## config.mk

```make
export PLATFORM = sky130hd
export DESIGN_NAME = swdt_top
export DESIGN_NICKNAME = d
export VERILOG_FILES = /design/src/hdl/swdt_pkg.sv /design/src/hdl/swdt_prescale.sv /design/src/hdl/swdt_top.sv
export SDC_FILE = /design/constraint.sdc
export NUM_CORES = 1
export LEC_CHECK = 0
export ABC_CLOCK_PERIOD_IN_PS = 2600
export BUFFER_PORTS_ARGS = -buffer_cell sky130_fd_sc_hd__buf_2
export CORE_MARGIN = 4
export CORE_UTILIZATION = 56
export DETAILED_ROUTE_END_ITERATION = 10
export PLACE_DENSITY = 0.77
export SLEW_MARGIN = 20
export SYNTH_ARGS = -nofsm -noshare
export SYNTH_HDL_FRONTEND = slang
export SYNTH_SLANG_ARGS = --single-unit
```

## constraint.sdc

```tcl
create_clock -name clk_i -period 2.6 [get_ports clk_i]
set_input_delay 0.39 -clock clk_i [delete_from_list [all_inputs] [get_ports clk_i]]
set_output_delay 0.39 -clock clk_i [all_outputs]
set_load 0.02 [all_outputs]
```

## src/hdl/swdt_pkg.sv

```systemverilog
// Constants, register map and types of the software watchdog timer.
// Assumes a 32-bit Avalon-MM slave with word-aligned registers.
package swdt_pkg;

  // Clock and timing
  localparam int unsigned CLK_HZ         = 25_000_000;
  localparam int unsigned MAIN_DIV       = 16;
  localparam int unsigned PRESCALE       = 256;
  localparam int unsigned PULSE_CYCLES   = 16;
  localparam int unsigned STEP_CYCLES    = MAIN_DIV * PRESCALE;
  localparam int unsigned EFF_PRESCALE   = 2 * PRESCALE;
  localparam int unsigned MAX_STEPS      = 32767;
  localparam int unsigned PULSE_W        = $clog2(PULSE_CYCLES);
  localparam logic [PULSE_W-1:0] PULSE_LAST = PULSE_W'(PULSE_CYCLES - 1);

  // Bus
  localparam int unsigned ADDR_W = 4;
  localparam int unsigned DATA_W = 32;
  localparam int unsigned BE_W   = 4;

  // Register byte offsets
  localparam logic [ADDR_W-1:0] OFS_REFERENCE = 4'h0;
  localparam logic [ADDR_W-1:0] OFS_COUNT     = 4'h4;
  localparam logic [ADDR_W-1:0] OFS_CONTROL   = 4'h8;

  // Reference register fields
  localparam int unsigned REF_W      = 16;
  localparam int unsigned REF_EN_BIT = 0;
  localparam logic [REF_W-1:0] REF_RESET = 16'hffff;
  localparam logic [REF_W-1:0] CNT_RESET = 16'h0000;

  // Control register fields
  localparam int unsigned CTL_PB7_BIT    = 0;
  localparam int unsigned CTL_HOLD_BIT   = 8;
  localparam int unsigned CTL_DRIVE_BIT  = 9;
  localparam logic        CTL_PB7_RESET  = 1'b1;

  // Byte lanes
  localparam int unsigned LANE_LO = 0;
  localparam int unsigned LANE_HI = 1;

  // Bus answer phase, Gray order idle -> answer
  typedef enum logic {
    SWDT_BUS_IDLE = 1'b0,
    SWDT_BUS_ANS  = 1'b1
  } swdt_bus_t;

endpackage

```

## src/hdl/swdt_prescale.sv

```systemverilog
// Fixed prescaler chain of the watchdog: main clock / MAIN_DIV, then / PRESCALE.
// Assumes clk_i is the main clock; clear_i restarts the chain.
`timescale 1ns/10ps
`default_nettype none
module swdt_prescale
  import swdt_pkg::*;
#(
  parameter int unsigned FIRST_DIV  = MAIN_DIV,
  parameter int unsigned SECOND_DIV = PRESCALE
) (
  // Clock and reset
  input  wire logic clk_i,
  input  wire logic rst_i,
  // Control
  input  wire logic run_i,
  input  wire logic clear_i,
  // Count step
  output logic      tick_o
);

  localparam int unsigned FW = (FIRST_DIV > 1) ? $clog2(FIRST_DIV) : 1;
  localparam int unsigned SW = (SECOND_DIV > 1) ? $clog2(SECOND_DIV) : 1;

  if (FIRST_DIV < 2 || SECOND_DIV < 2) begin : g_bad
    $error("swdt_prescale: both dividers must be at least 2");
  end

  typedef struct packed {
    logic [FW-1:0] first;
    logic [SW-1:0] second;
    logic          tick;
  } swdt_pre_t;

  swdt_pre_t s;
  swdt_pre_t next_s;

  always_comb begin
    next_s      = s;
    next_s.tick = 1'b0;
    if (clear_i || !run_i) begin
      next_s.first  = '0;
      next_s.second = '0;
    end else if (s.first == FW'(FIRST_DIV - 1)) begin
      next_s.first = '0;
      if (s.second == SW'(SECOND_DIV - 1)) begin
        next_s.second = '0;
        next_s.tick   = 1'b1;
      end else begin
        next_s.second = s.second + SW'(1);
      end
    end else begin
      next_s.first = s.first + FW'(1);
    end
  end

  always_ff @(posedge clk_i or posedge rst_i) begin
    if (rst_i) begin
      s <= '0;
    end else begin
      s <= next_s;
    end
  end

  assign tick_o = s.tick;

endmodule
`default_nettype wire

```

## src/hdl/swdt_top.sv

```systemverilog
// Software watchdog timer with an Avalon-MM register slave.
// Assumes clk_i is the main clock and that an external pull-up
// holds the open-drain watchdog line high when nobody drives it.
//
// How it works
// - Count to 32767 steps of 8192 clocks
// - Prescaler input is main clock over 16
// - Fixed 256 prescaler clocks 16-bit counter
// - Compare ignores counter LSB, effective 512
// - Match restarts the count at once
// - Match drives watchdog output 16 clocks
// - Match also pulses interrupt request out
// - Counter readable any time; a write clears it
// - Prescaler has no software access
// - Read-write reference with enable bit
// - 8-bit mode high write holds compare
// - Reset sets reference to all ones
// - Reset enables counter, selects port B7
// - Watchdog output is open-drain
//
// The Avalon-MM interface to the registers and the register addresses were chosen for this implementation.
`timescale 1ns/10ps
`default_nettype none
module swdt_top
  import swdt_pkg::*;
#(
  parameter int unsigned FIRST_DIV  = MAIN_DIV,
  parameter int unsigned SECOND_DIV = PRESCALE
) (
  // Clock and reset
  input  wire logic              clk_i,
  input  wire logic              rst_i,
  // Avalon-MM slave
  input  wire logic [ADDR_W-1:0] avs_address_i,
  input  wire logic              avs_read_i,
  input  wire logic              avs_write_i,
  input  wire logic [DATA_W-1:0] avs_writedata_i,
  input  wire logic [BE_W-1:0]   avs_byteenable_i,
  output logic [DATA_W-1:0]      avs_readdata_o,
  output logic                   avs_waitrequest_o,
  // Bus width strap, low selects 8-bit bus mode
  input  wire logic              bus_width_select_i,
  // Open-drain watchdog line
  input  wire logic              watchdog_out_n_i,
  output logic                   watchdog_out_n_o,
  output logic                   watchdog_out_n_oe_o,
  // Pin function select for port B bit 7
  output logic                   port_b_bit7_select_o,
  // Interrupt request towards the interrupt controller
  output logic                   irq_o
);

  localparam int unsigned REF_LANES = REF_W / 8;

  // Elaboration checks
  if (REF_W != 16) begin : g_bad_width
    $error("swdt_top: reference width must be 16");
  end
  if (FIRST_DIV < 2 || SECOND_DIV < 2) begin : g_bad_div
    $error("swdt_top: both dividers must be at least 2");
  end
  if (REF_EN_BIT != 0) begin : g_bad_enable
    $error("swdt_top: the enable bit must be the reference LSB");
  end
  if (PULSE_CYCLES < 1 || PULSE_CYCLES > (1 << PULSE_W)) begin : g_bad_pulse
    $error("swdt_top: pulse counter too narrow for the pulse length");
  end
  if (DATA_W < REF_W || BE_W < REF_LANES) begin : g_bad_bus
    $error("swdt_top: bus word narrower than the reference register");
  end
  if (LANE_LO >= REF_LANES || LANE_HI >= REF_LANES) begin : g_bad_lane
    $error("swdt_top: reference lanes outside the register");
  end
  if (CTL_DRIVE_BIT >= DATA_W || CTL_HOLD_BIT >= DATA_W || CTL_PB7_BIT >= DATA_W) begin : g_bad_ctl
    $error("swdt_top: control fields fall outside the bus word");
  end

  typedef struct packed {
    logic [REF_W-1:0]  reference;
    logic [REF_W-1:0]  count;
    logic              hold;
    logic              pb7_sel;
    logic              drive;
    logic [PULSE_W-1:0] pulse_left;
    logic              irq;
    swdt_bus_t         phase;
    logic [DATA_W-1:0] rdata;
  } swdt_state_t;

  // Power-on contents: timer enabled with the longest timeout
  localparam swdt_state_t S_RESET = '{
    reference:  REF_RESET,
    count:      CNT_RESET,
    hold:       1'b0,
    pb7_sel:    CTL_PB7_RESET,
    drive:      1'b0,
    pulse_left: {PULSE_W{1'b0}},
    irq:        1'b0,
    phase:      SWDT_BUS_IDLE,
    rdata:      {DATA_W{1'b0}}
  };

  swdt_state_t s;
  swdt_state_t next_s;

  logic                 tick;
  logic                 run;
  logic                 req;
  logic                 take;
  logic                 sel_ref;
  logic                 sel_cnt;
  logic                 sel_ctl;
  logic                 wr_ref;
  logic                 wr_cnt;
  logic                 wr_ctl;
  logic [REF_W-1:0]     count_inc;
  logic                 match;
  logic                 pulse_done;
  logic [REF_LANES-1:0] lane_we;
  logic [REF_W-1:0]     ref_merged;

  // The prescaler is internal only; nothing maps it onto the bus
  swdt_prescale #(
    .FIRST_DIV  (FIRST_DIV),
    .SECOND_DIV (SECOND_DIV)
  ) u_prescale (
    .clk_i   (clk_i),
    .rst_i   (rst_i),
    .run_i   (run),
    .clear_i (wr_cnt),
    .tick_o  (tick)
  );

  // One wait cycle, then the answer; a write acts on the answer edge
  assign req    = avs_read_i | avs_write_i;
  assign take   = req && (s.phase == SWDT_BUS_ANS);
  assign sel_ref = (avs_address_i == OFS_REFERENCE);
  assign sel_cnt = (avs_address_i == OFS_COUNT);
  assign sel_ctl = (avs_address_i == OFS_CONTROL);
  assign wr_ref  = take && avs_write_i && sel_ref;
  assign wr_cnt  = take && avs_write_i && sel_cnt;
  assign wr_ctl  = take && avs_write_i && sel_ctl;

  assign run       = s.reference[REF_EN_BIT];
  assign count_inc  = s.count + REF_W'(1);
  assign pulse_done = (s.pulse_left == '0);

  // Each byte lane of the reference is written on its own
  for (genvar g = 0; g < REF_LANES; g++) begin : g_lane
    assign lane_we[g]           = wr_ref && avs_byteenable_i[g];
    assign ref_merged[8*g +: 8] = lane_we[g] ? avs_writedata_i[8*g +: 8] : s.reference[8*g +: 8];
  end

  // LSB of the count takes no part; the reference LSB is the enable bit
  assign match = run && tick && !s.hold && !wr_cnt &&
                 (count_inc[REF_W-1:1] == s.reference[REF_W-1:1]);

  always_comb begin
    next_s     = s;
    next_s.irq = 1'b0;

    // Counter
    if (wr_cnt) begin
      next_s.count = CNT_RESET;
    end else if (match) begin
      next_s.count = CNT_RESET;
    end else if (run && tick) begin
      next_s.count = count_inc;
    end

    // Timeout events
    if (match) begin
      next_s.drive      = 1'b1;
      next_s.pulse_left = PULSE_LAST;
      next_s.irq        = 1'b1;
    end else if (s.drive) begin
      if (pulse_done) begin
        next_s.drive = 1'b0;
      end else begin
        next_s.pulse_left = s.pulse_left - PULSE_W'(1);
      end
    end

    // Reference register, byte lanes
    if (wr_ref) begin
      next_s.reference = ref_merged;
      if (lane_we[LANE_LO]) begin
        next_s.hold = 1'b0;
      end else if (lane_we[LANE_HI] && !bus_width_select_i) begin
        next_s.hold = 1'b1;
      end
    end

    // Control register
    if (wr_ctl && avs_byteenable_i[LANE_LO]) begin
      next_s.pb7_sel = avs_writedata_i[CTL_PB7_BIT];
    end

    // Bus answer phase and read data
    case (s.phase)
      SWDT_BUS_IDLE: begin
        if (req) begin
          next_s.phase = SWDT_BUS_ANS;
          next_s.rdata = '0;
          if (avs_read_i) begin
            case (avs_address_i)
              OFS_REFERENCE: begin
                next_s.rdata[REF_W-1:0] = s.reference;
              end
              OFS_COUNT: begin
                next_s.rdata[REF_W-1:0] = s.count;
              end
              OFS_CONTROL: begin
                next_s.rdata[CTL_PB7_BIT]   = s.pb7_sel;
                next_s.rdata[CTL_HOLD_BIT]  = s.hold;
                next_s.rdata[CTL_DRIVE_BIT] = s.drive;
              end
              default: begin
                next_s.rdata = '0;
              end
            endcase
          end
        end
      end
      SWDT_BUS_ANS: begin
        next_s.phase = SWDT_BUS_IDLE;
      end
      default: begin
        next_s.phase = SWDT_BUS_IDLE;
      end
    endcase
  end

  always_ff @(posedge clk_i or posedge rst_i) begin
    if (rst_i) begin
      s <= S_RESET;
    end else begin
      s <= next_s;
    end
  end

  // Only ever pulls low; the line level is read back for nothing here
  assign watchdog_out_n_o     = 1'b0;
  assign watchdog_out_n_oe_o  = s.drive;
  assign port_b_bit7_select_o = s.pb7_sel;
  assign irq_o                = s.irq;
  assign avs_readdata_o       = s.rdata;
  assign avs_waitrequest_o    = req && (s.phase == SWDT_BUS_IDLE);

  logic unused_line;
  assign unused_line = watchdog_out_n_i;

endmodule
`default_nettype wire

```

==> results.sh, run 1 <==
export IMPL_status="finished clean"
export IMPL_hpwl_microns=6779
export IMPL_clock_sinks=70
export IMPL_syn_cell_area_sq_um=4239
export IMPL_synth_seq_area_share=0.4182
export IMPL_yosys_warnings=0
export IMPL_critical_path_class="reg2reg"
export IMPL_skew_ps=7.666
export IMPL_ys_ff_latch=70
export IMPL_ff_latch_area_sq_um=1773
export IMPL_route_detailed_drc=0
export IMPL_synthArstFlopShare=1.000
export IMPL_synth_largest_area_cell="dfrtp_1"
export IMPL_initial_utilization=0.5813
export IMPL_powerDensity_nw_per_um2=671.4
export IMPL_core_sq_um=7292
export IMPL_irDropWorstVdd_v=0.0003573
export IMPL_relSlewSlack=0.4732
export IMPL_min_period_over_period=0.9072
export IMPL_cts_resized_gates=0
export IMPL_path_clk_slew_ps=80
export IMPL_p_leak_nw=2.048
export IMPL_start_kind="flip-flop"
export IMPL_critPathRequiredTime_ps=2830
export IMPL_multi_input_area_sq_um=2100
export IMPL_cts_buffer_depth=2
export IMPL_yosysTopAreaCellShare=0.3129
export IMPL_firstDrtPassIters=4
export IMPL_first_iter_violations=243
export IMPL_antenna_found_initial=0
export IMPL_crit_chain="ha_1 -> and3_1 -> nand3_1 -> xnor2_1 -> or4b_4 -> nor4_4 -> buf_4 -> o31ai_1"
export IMPL_grt_pass1_vias=3023
export IMPL_htree_levels=3
export IMPL_synth_avg_cell_area_sq_um=9.951
export IMPL_ioPinCount=83
export IMPL_cts_made_buffers=9
export IMPL_die_y_microns=95.01
export IMPL_synthTopCellsByArea="dfrtp_1 (31%), dfstp_2 (11%), buf_4 (6.7%)"
export IMPL_grt_pass1_wl_microns=14790
export IMPL_hp_class="in2reg"
export IMPL_fin_tns_setup_ps=0
export IMPL_via_count=3126
export IMPL_cts_tree="done"
export IMPL_rsz0062_at_grt="no"
export IMPL_slew_violations=0
export IMPL_antenna_cells=0
export IMPL_clk_latency_ps=340
export IMPL_slowest_delay_ps=510
export IMPL_dieWidth_microns=95.01
export IMPL_arrival_ps=2580
export IMPL_total_power_mw=3.086
export IMPL_wire_per_inst_microns=15.98
export IMPL_area_delta_synth_final_pct=8.412
export IMPL_placementRows=31
export IMPL_die_area_sq_um=9026
export IMPL_worstMarginPinSlew_ps=770.2
export IMPL_vias_per_cell=5.562
export IMPL_drive_above_1_share=0.3110
export IMPL_endpoint_kind="flip-flop"
export IMPL_clock_fmax_mhz=424.0
export IMPL_period_needed_ps=2359
export IMPL_final_cell_mix="dfrtp_1 (53), buf_2 (46), nand2_1 (33)"
export IMPL_gp_congestion=0.9464
export IMPL_synth_edf_count=0
export IMPL_hold_slack_ps=269.7
export IMPL_setup_violations=0
export IMPL_synth_cell_types=65
export IMPL_stdcell_count=562
export IMPL_grt_max_degree=63
export IMPL_port_buffers=46
export IMPL_gr_total_overflow=0
export IMPL_ant_nets=0
export IMPL_hold_violations=0
export IMPL_grt_use_total=0.2130
export IMPL_root_buffer="clkbuf_8"
export IMPL_syn_inst=426
export IMPL_fill_cells=615
export IMPL_final_nets=509
export IMPL_ys_flop_type="dfrtp_1"
export IMPL_placed_cells=545
export IMPL_routed_wl_microns=8982
export IMPL_layout_commonest_cell="dfrtp_1"
export IMPL_drv_cap=0
export IMPL_critPathSlowestCell="or4b_4"
export IMPL_cp_max_fo=8
-- timing repair --
action                                 4_1_cts  5_1_grt
hold buffers                                 1        0
endpoints found under the hold margin        8        0
buffers inserted                             0        0
-- cells by family after synthesis --
group                    Yosys count  synth area share
adder cells (fa/ha/maj)            5           0.01476
buffers and inverters             66            0.1021
AO/OA/AOI/OAI                     69            0.1160
multiplexers                      20           0.05195
XOR/XNOR                          40           0.08265
flip-flops                        70            0.4182
AND/OR/NAND/NOR                  155            0.2134
other                              1         0.0008846
-- area by class of cell --
type	count	share of cell area
Multi-Input combinational cell	306	0.4568
Sequential cell	70	0.3858
Timing Repair Buffer	63	0.08113
Clock buffer	9	0.02695
Tap cell	99	0.02695
Clock inverter	7	0.01579
Inverter	8	0.006534
-- worst paths after layout --
| kind | endpoint | depth (start not counted) | from | slack (ps) |
|---|---|---|---|---|
| min in group asynchronous | u_prescale.s[3] | 3 | rst_i | 490 |
| hold / removal | s[67] | 3 | avs_writedata_i[10] | 270 |
| max in group asynchronous | s[69] | 4 | rst_i | 1480 |
| setup reg to reg | s[41] | 8 | s[41] | 240 |
| setup / recovery | s[41] | 8 | s[41] | 240 |
| hold reg to reg | u_prescale.s[9] | 1 | u_prescale.s[9] | 470 |
-- per-stage QoR --
stage,setup WS [ps],area [sq um],util
after floorplan,279.2,4299,-
after global placement,268.2,4389,0.6019
after detailed placement,251.7,4389,0.6019
after CTS,236.6,4596,0.6302
after global routing,44.97,4596,0.6302
final,241.2,4596,0.6302
-- synthesized netlist by cell type, types with 2 or more instances --
library cell   n
nor4_1         5
o21ai_0       23
dfrtp_1       53
and2_1         4
nor3_2         9
mux2i_1        4
nor3_1        12
nor2_1        23
inv_1          8
o31ai_1        2
a22o_1         3
nand2b_1       3
and3_1        12
and4_1         2
or2_2          5
a22oi_1       14
buf_4         38
clkbuf_1      11
xor2_1        19
nor4_2         2
ha_1           5
nand2_1       33
buf_6          5
nor2b_1        6
a31oi_1        2
mux2_2        16
buf_2          3
dfstp_2       17
a21oi_1        7
nand4_1        6
nand3_1       20
xnor2_1       21
-- sequential cells by signal, summed over array words and instances (netlist names) --
| name | flops |
|---|---|
| avs_readdata_o | 16 |
| u_prescale.s | 12 |
| s | 37 |
| watchdog_out_n_oe_o | 1 |
| run | 1 |
| port_b_bit7_select_o | 1 |
| irq_o | 1 |
| u_prescale.tick_o | 1 |
-- power by group --
part / internal, mW / switching, mW
registers: 1.24 / 0.183
logic: 0.347 / 0.450
clock network: 0.446 / 0.425
-- worst max-delay path, delay by kind of cell (launching register included) --
kind	cells	cell delay [ps]
buffers and inverters	1	240
and+or+nand+nor	4	1090
adders and majority gates	1	230
DFF	1	350
xor gates and xnor gates	1	240
AOI/OAI and AO/OA	1	90
-- per-layer routing --
layer | share of wire | vias up | wire length [microns] | global-route usage
met2 | 0.48 | 85 | 4292 | 0.3547
met1 | 0.45 | 1507 | 4060 | 0.2784
li1 | - | 1517 | - | -
met3 | 0.049 | 17 | 436 | 0.03745
met4 | 0.021 | 0 | 193 | 0.07692
met5 | 0 | - | 0 | 0
No activity file was read; power rests on OpenSTA's default activity.
==> inputs of run 2 (changes only) <==
--- a/config.mk
+++ b/config.mk
@@ -5,12 +5,12 @@
 export SDC_FILE = /design/constraint.sdc
 export NUM_CORES = 1
 export LEC_CHECK = 0
-export ABC_CLOCK_PERIOD_IN_PS = 2600
+export ABC_CLOCK_PERIOD_IN_PS = 3000
 export BUFFER_PORTS_ARGS = -buffer_cell sky130_fd_sc_hd__buf_2
 export CORE_MARGIN = 4
-export CORE_UTILIZATION = 56
+export CORE_UTILIZATION = 60
 export DETAILED_ROUTE_END_ITERATION = 10
-export PLACE_DENSITY = 0.77
+export PLACE_DENSITY = 0.82
 export SLEW_MARGIN = 20
 export SYNTH_ARGS = -nofsm -noshare
 export SYNTH_HDL_FRONTEND = slang
==> constraint.sdc (replaced) <==
create_clock -name clk_i -period 3 [get_ports clk_i]
set_input_delay 0.45 -clock clk_i [delete_from_list [all_inputs] [get_ports clk_i]]
set_output_delay 0.45 -clock clk_i [all_outputs]
set_load 0.02 [all_outputs]
==> run 2 against run 1 <==
  * Largest power group unchanged
  * Total power fell by 12%
  * Via count fell by 1.4%
  * Critical path depth did not move
  * Worst setup slack improved by 180 ps
==> results.sh, run 2 (synthesis results as in run 1) <==
export IMPL_min_period_over_period=0.8588
export IMPL_skew_ps=11.33
export IMPL_largest_register_ffs=37
export IMPL_port_buffers=46
export IMPL_clock_fmax_mhz=388.1
export IMPL_fin_tns_setup_ps=0
export IMPL_layout_commonest_cell="dfrtp_1"
export IMPL_hold_violations=0
export IMPL_hp_class="in2async"
export IMPL_firstDrtPassIters=4
export IMPL_vias_per_cell=5.585
export IMPL_critPathBufInv=1
export IMPL_cts_tree="done"
export IMPL_slowest_delay_ps=510
export IMPL_area_delta_synth_final_pct=7.468
export IMPL_post_cts_buffers=0
export IMPL_cts_hold_buffers_added=0
export IMPL_die_y_microns=92.06
export IMPL_ioPinCount=83
export IMPL_postLayoutCoreUtil=0.6669
export IMPL_final_nets=502
export IMPL_die_area_sq_um=8474
export IMPL_cts_buffer_depth=2
export IMPL_relSlewSlack=0.4282
export IMPL_clk_latency_ps=350
export IMPL_cp_max_fo=15
export IMPL_endpoint_kind="flip-flop"
export IMPL_drive_above_1_share=0.2982
export IMPL_critPathRequiredTime_ps=3260
export IMPL_dieWidth_microns=92.06
export IMPL_placementRows=30
export IMPL_p_leak_nw=2.031
export IMPL_powerDensity_nw_per_um2=597.0
export IMPL_gp_congestion=0.9324
export IMPL_final_cell_mix="dfrtp_1 (53), buf_2 (46), nand2_1 (33)"
export IMPL_wire_per_inst_microns=16.24
export IMPL_grt_pass1_vias=3196
export IMPL_route_detailed_drc=0
export IMPL_antenna_cells=0
export IMPL_first_iter_violations=141
export IMPL_gr_total_overflow=0
export IMPL_arrival_ps=2840
export IMPL_initial_utilization=0.6205
export IMPL_antenna_found_initial=0
export IMPL_grt_max_degree=37
export IMPL_cts_made_buffers=9
export IMPL_drv_cap=0
export IMPL_path_clk_slew_ps=70
export IMPL_core_sq_um=6832
export IMPL_crit_family="simple AND/OR/NAND/NOR gates"
export IMPL_clock_sinks=70
export IMPL_start_kind="flip-flop"
export IMPL_grt_pass1_wl_microns=15380
export IMPL_root_buffer="clkbuf_8"
export IMPL_crit_chain="ha_1 -> and3_1 -> nand3_1 -> xnor2_1 -> or4b_4 -> nor4_4 -> buf_4 -> o21bai_1"
export IMPL_critical_path_class="reg2reg"
export IMPL_top_register="s"
export IMPL_period_needed_ps=2576
export IMPL_htree_levels=3
export IMPL_rsz0062_at_grt="no"
export IMPL_worstMarginPinSlew_ps=836.1
export IMPL_via_count=3083
export IMPL_grt_use_total=0.2277
export IMPL_ant_nets=0
export IMPL_status="finished clean"
export IMPL_routed_wl_microns=8967
export IMPL_critPathSlowestCell="or4b_4"
export IMPL_setup_violations=0
export IMPL_cts_resized_gates=0
export IMPL_hpwl_microns=6848
export IMPL_slew_violations=0
export IMPL_irDropWorstVdd_v=0.0002535
run 2: final timing paths:
path / from / to / slack (ps) / cells past startpoint
hold / removal: rst_i / u_prescale.s[10] / 230 / 2
max in group asynchronous: rst_i / s[68] / 2060 / 3
setup reg to reg: s[41] / s[34] / 420 / 8
setup / recovery: s[41] / s[34] / 420 / 8
min in group clk_i: avs_writedata_i[10] / s[67] / 320 / 3
hold reg to reg: u_prescale.s[9] / u_prescale.s[9] / 470 / 1
run 2: area by class of cell:
type / count / area, sq um
clock buffer: 12 / 145.1
clock inverter: 4 / 70.07
fill: 552 / 2276
inverter: 8 / 30.03
multi-input combinational: 306 / 2100
sequential: 70 / 1773
tap: 96 / 120.1
timing repair buffer: 56 / 317.8
run 2: per-stage QoR:
| step | total power, mW | std cells | setup WS (ps) | instance area, sq um | hold WS (ps) |
|---|---|---|---|---|---|
| after CTS | 2.738 | 552 | 440.0 | 4556 | 254.1 |
| final | 2.720 | 552 | 423.6 | 4556 | 232.3 |
| after global routing | 2.887 | 552 | 302.4 | 4556 | 288.1 |
| after global placement | 1.892 | 536 | 474.9 | 4340 | 452.1 |
| after floorplan | 1.802 | 442 | 679.2 | 4299 | 431.9 |
| after detailed placement | 1.908 | 536 | 471.0 | 4340 | 455.6 |
run 2: per-layer routing:
layer / GRT usage / vias up / part of all wire
li1: - / 1494 / -
met1: 0.2884 / 1501 / 0.45
met2: 0.3826 / 74 / 0.49
met3: 0.04676 / 14 / 0.045
met4: 0.08787 / 0 / 0.019
met5: 0 / - / 0
run 2: power breakdown:
group,internal (mW),leakage (nW),total (mW),switching [mW]
logic,0.282,1.05,0.650,0.368
registers,1.07,0.869,1.25,0.179
clock network,0.489,0.110,0.819,0.330
run 2: worst reg2reg max path: stages (launching register included):
cell      delay (ps)
dfrtp_1          500
ha_1             280
and3_1           250
nand3_1          110
xnor2_1          240
or4b_4           510
nor4_4           170
buf_4            290
o21bai_1         150
==> inputs of run 3 (changes only) <==
--- a/config.mk
+++ b/config.mk
@@ -5,12 +5,12 @@
 export SDC_FILE = /design/constraint.sdc
 export NUM_CORES = 1
 export LEC_CHECK = 0
-export ABC_CLOCK_PERIOD_IN_PS = 3000
+export ABC_CLOCK_PERIOD_IN_PS = 2300
 export BUFFER_PORTS_ARGS = -buffer_cell sky130_fd_sc_hd__buf_2
 export CORE_MARGIN = 4
-export CORE_UTILIZATION = 60
+export CORE_UTILIZATION = 50
 export DETAILED_ROUTE_END_ITERATION = 10
-export PLACE_DENSITY = 0.82
+export PLACE_DENSITY = 0.72
 export SLEW_MARGIN = 20
 export SYNTH_ARGS = -nofsm -noshare
 export SYNTH_HDL_FRONTEND = slang
==> constraint.sdc (replaced) <==
create_clock -name clk_i -period 2.3 [get_ports clk_i]
set_input_delay 0.345 -clock clk_i [delete_from_list [all_inputs] [get_ports clk_i]]
set_output_delay 0.345 -clock clk_i [all_outputs]
set_load 0.02 [all_outputs]
==> run 3 against run 2 <==
  * The run now ends with negative setup slack left
  * Register-to-register slack worse by 440 ps
  * Largest power group unchanged
  * Clock skew up 1.0 ps
  * Clock power up 23%
  * Flip-flop and latch count unchanged
  * Critical endpoint unchanged
  * Via count up 6.5%
==> results.sh, run 3 (synthesis results as in run 1) <==
export IMPL_status="finished, violations left"
export IMPL_violations="negative setup slack"
export IMPL_drive_above_1_share=0.3821
export IMPL_start_kind="flip-flop"
export IMPL_rr_startpoint="s[42]"
export IMPL_clk_latency_ps=350
export IMPL_slowest_delay_ps=510
export IMPL_slew_violations=0
export IMPL_stdcell_area_sq_um=4971
export IMPL_critPathRequiredTime_ps=2560
export IMPL_cp_max_fo=8
export IMPL_layout_commonest_cell="dfrtp_1"
export IMPL_skew_ps=12.36
export IMPL_port_buffers=46
export IMPL_cts_buffer_depth=2
export IMPL_rsz0062_at_grt="yes"
export IMPL_placementRows=33
export IMPL_area_delta_synth_final_pct=17.27
export IMPL_antenna_found_initial=0
export IMPL_pwr_share_seq=0.416
export IMPL_critPathSlowestCell="or4b_4"
export IMPL_switchingPower_mw=1.286
export IMPL_cts_made_buffers=9
export IMPL_antenna_cells=0
export IMPL_final_nets=538
export IMPL_ioPinCount=83
export IMPL_die_area_sq_um=10020
export IMPL_p_clk_frac=0.266
export IMPL_ant_nets=0
export IMPL_place_area_sq_um=4544
export IMPL_period_needed_ps=2319
export IMPL_hpwl_microns=7228
export IMPL_crit_end="s[34]"
export IMPL_route_detailed_drc=0
export IMPL_swShare=0.3392
export IMPL_clock_fmax_mhz=431.1
export IMPL_via_count=3282
export IMPL_clock_sinks=70
export IMPL_firstDrtPassIters=4
export IMPL_irDropWorstVdd_v=0.0004914
export IMPL_gp_congestion=0.9056
export IMPL_htree_levels=3
export IMPL_endpoint_kind="flip-flop"
export IMPL_ff2ff_setup_slack_ps=-20
export IMPL_hold_violations=0
export IMPL_crit_chain="ha_4 -> and3_4 -> nand3_4 -> xnor2_2 -> or4b_4 -> nor4_4 -> buf_6 -> buf_8 -> o21bai_1"
export IMPL_top_register="s"
export IMPL_cp_num_cells=9
export IMPL_cts_tree="done"
export IMPL_core_sq_um=8217
export IMPL_die_y_microns=100.1
export IMPL_drv_cap=0
export IMPL_min_period_over_period=1.008
export IMPL_first_iter_violations=225
export IMPL_reg2reg_depth=9
export IMPL_worstReg2RegEnd="s[34]"
export IMPL_grt_pass1_vias=3285
export IMPL_grt_max_degree=71
export IMPL_powerDensity_nw_per_um2=762.9
export IMPL_final_cell_mix="dfrtp_1 (50), buf_2 (46), buf_4 (41)"
export IMPL_initial_utilization=0.5159
export IMPL_setup_violations=4
export IMPL_root_buffer="clkbuf_8"
export IMPL_crit_start="s[42]"
export IMPL_postLayoutCoreUtil=0.6050
export IMPL_hp_class="in2async"
export IMPL_grt_pass1_wl_microns=15960
export IMPL_combinationalPowerShare=0.318
export IMPL_gr_total_overflow=0
export IMPL_layout_setup_ws_ps=-19.41
export IMPL_dp_slack_ps=-77.74
export IMPL_critical_path_class="reg2reg"
export IMPL_vias_per_cell=5.497
export IMPL_crit_family="simple AND/OR/NAND/NOR gates"
export IMPL_dieWidth_microns=100.1
export IMPL_hold_slack_ps=50.91
export IMPL_path_clk_slew_ps=80
export IMPL_critPathBufInv=2
export IMPL_fill_cells=711
export IMPL_p_leak_nw=2.215
export IMPL_wire_per_inst_microns=16.64
export IMPL_total_power_mw=3.792
export IMPL_power_internal_mw=2.506
export IMPL_arrival_ps=2580
export IMPL_relSlewSlack=0.6346
export IMPL_routed_wl_microns=9937
export IMPL_grt_use_total=0.1998
export IMPL_worstMarginPinSlew_ps=548.1
export IMPL_largest_register_ffs=37
==> run 3: changes by cell type in the layout (fill, tap and decap cells not counted), moves of 2 or more <==
cell,change
buf_4,+32
clkinvlp_4,+2
dfrtp_1,-3
dfrtp_2,+3
nand3_1,-2
==> run 3: final cells by class <==
type / instances / area (sq um) / area share
repair buffers: 92 / 629.4 / 0.1266
multi-input cells: 306 / 2203 / 0.4432
clock buffers: 11 / 141.4 / 0.02844
inverters: 8 / 30.03 / 0.006041
clock inverters: 5 / 58.81 / 0.01183
flip-flops and latches: 70 / 1777 / 0.3574
well taps: 105 / 131.4 / 0.02643
==> run 3: worst min-delay path by stage <==
stage / end / slack, ps / start
floorplan: u_prescale.s[9] / 430 / u_prescale.s[9]
global placement: u_prescale.s[2] / 450 / rst_i
detailed placement: u_prescale.s[2] / 450 / rst_i
CTS: u_prescale.s[2] / 80 / rst_i
global route: u_prescale.s[11] / 80 / rst_i
finish: u_prescale.s[1] / 50 / rst_i
==> run 3: timing repair <==
item	in CTS	in global routing
setup endpoints to repair	21	21
pin swaps	0	10
gates resized for setup	6	16
hold buffers	0	0
gates cloned	0	1
hold endpoints to repair	0	0
setup buffers	1	11
==> run 3: worst register-to-register path, stage by stage, from the launching register on <==
cell,delay [ps]
dfrtp_1,430
ha_4,180
and3_4,210
nand3_4,80
xnor2_2,170
or4b_4,510
nor4_4,240
buf_6,170
buf_8,130
o21bai_1,120
==> run 3: routing by layer <==
layer | global-route usage | vias up | part of all wire
met3 | 0.03405 | 16 | 0.050
met5 | 0 | - | 0
met1 | 0.2611 | 1607 | 0.44
li1 | - | 1574 | -
met4 | 0.07772 | 0 | 0.020
met2 | 0.3320 | 85 | 0.49
==> run 3: stage by stage <==
stage | setup TNS (ps) | instances
final | -39.60 | 597
after global placement | 0 | 568
after global routing | -1128 | 597
after detailed placement | -496.3 | 568
after CTS | -15.12 | 585
after floorplan | 0 | 442
==> run 3: power by group through the flow <==
| stage | Clock (mW) | Sequential [mW] | Combinational, mW |
|---|---|---|---|
| floorplan | 0 | 1.51 | 0.845 |
| global placement | 0 | 1.58 | 1.04 |
| detailed placement | 0 | 1.59 | 1.06 |
| CTS | 1.03 | 1.57 | 1.09 |
| global route | 1.08 | 1.60 | 1.32 |
| finish | 1.01 | 1.58 | 1.21 |
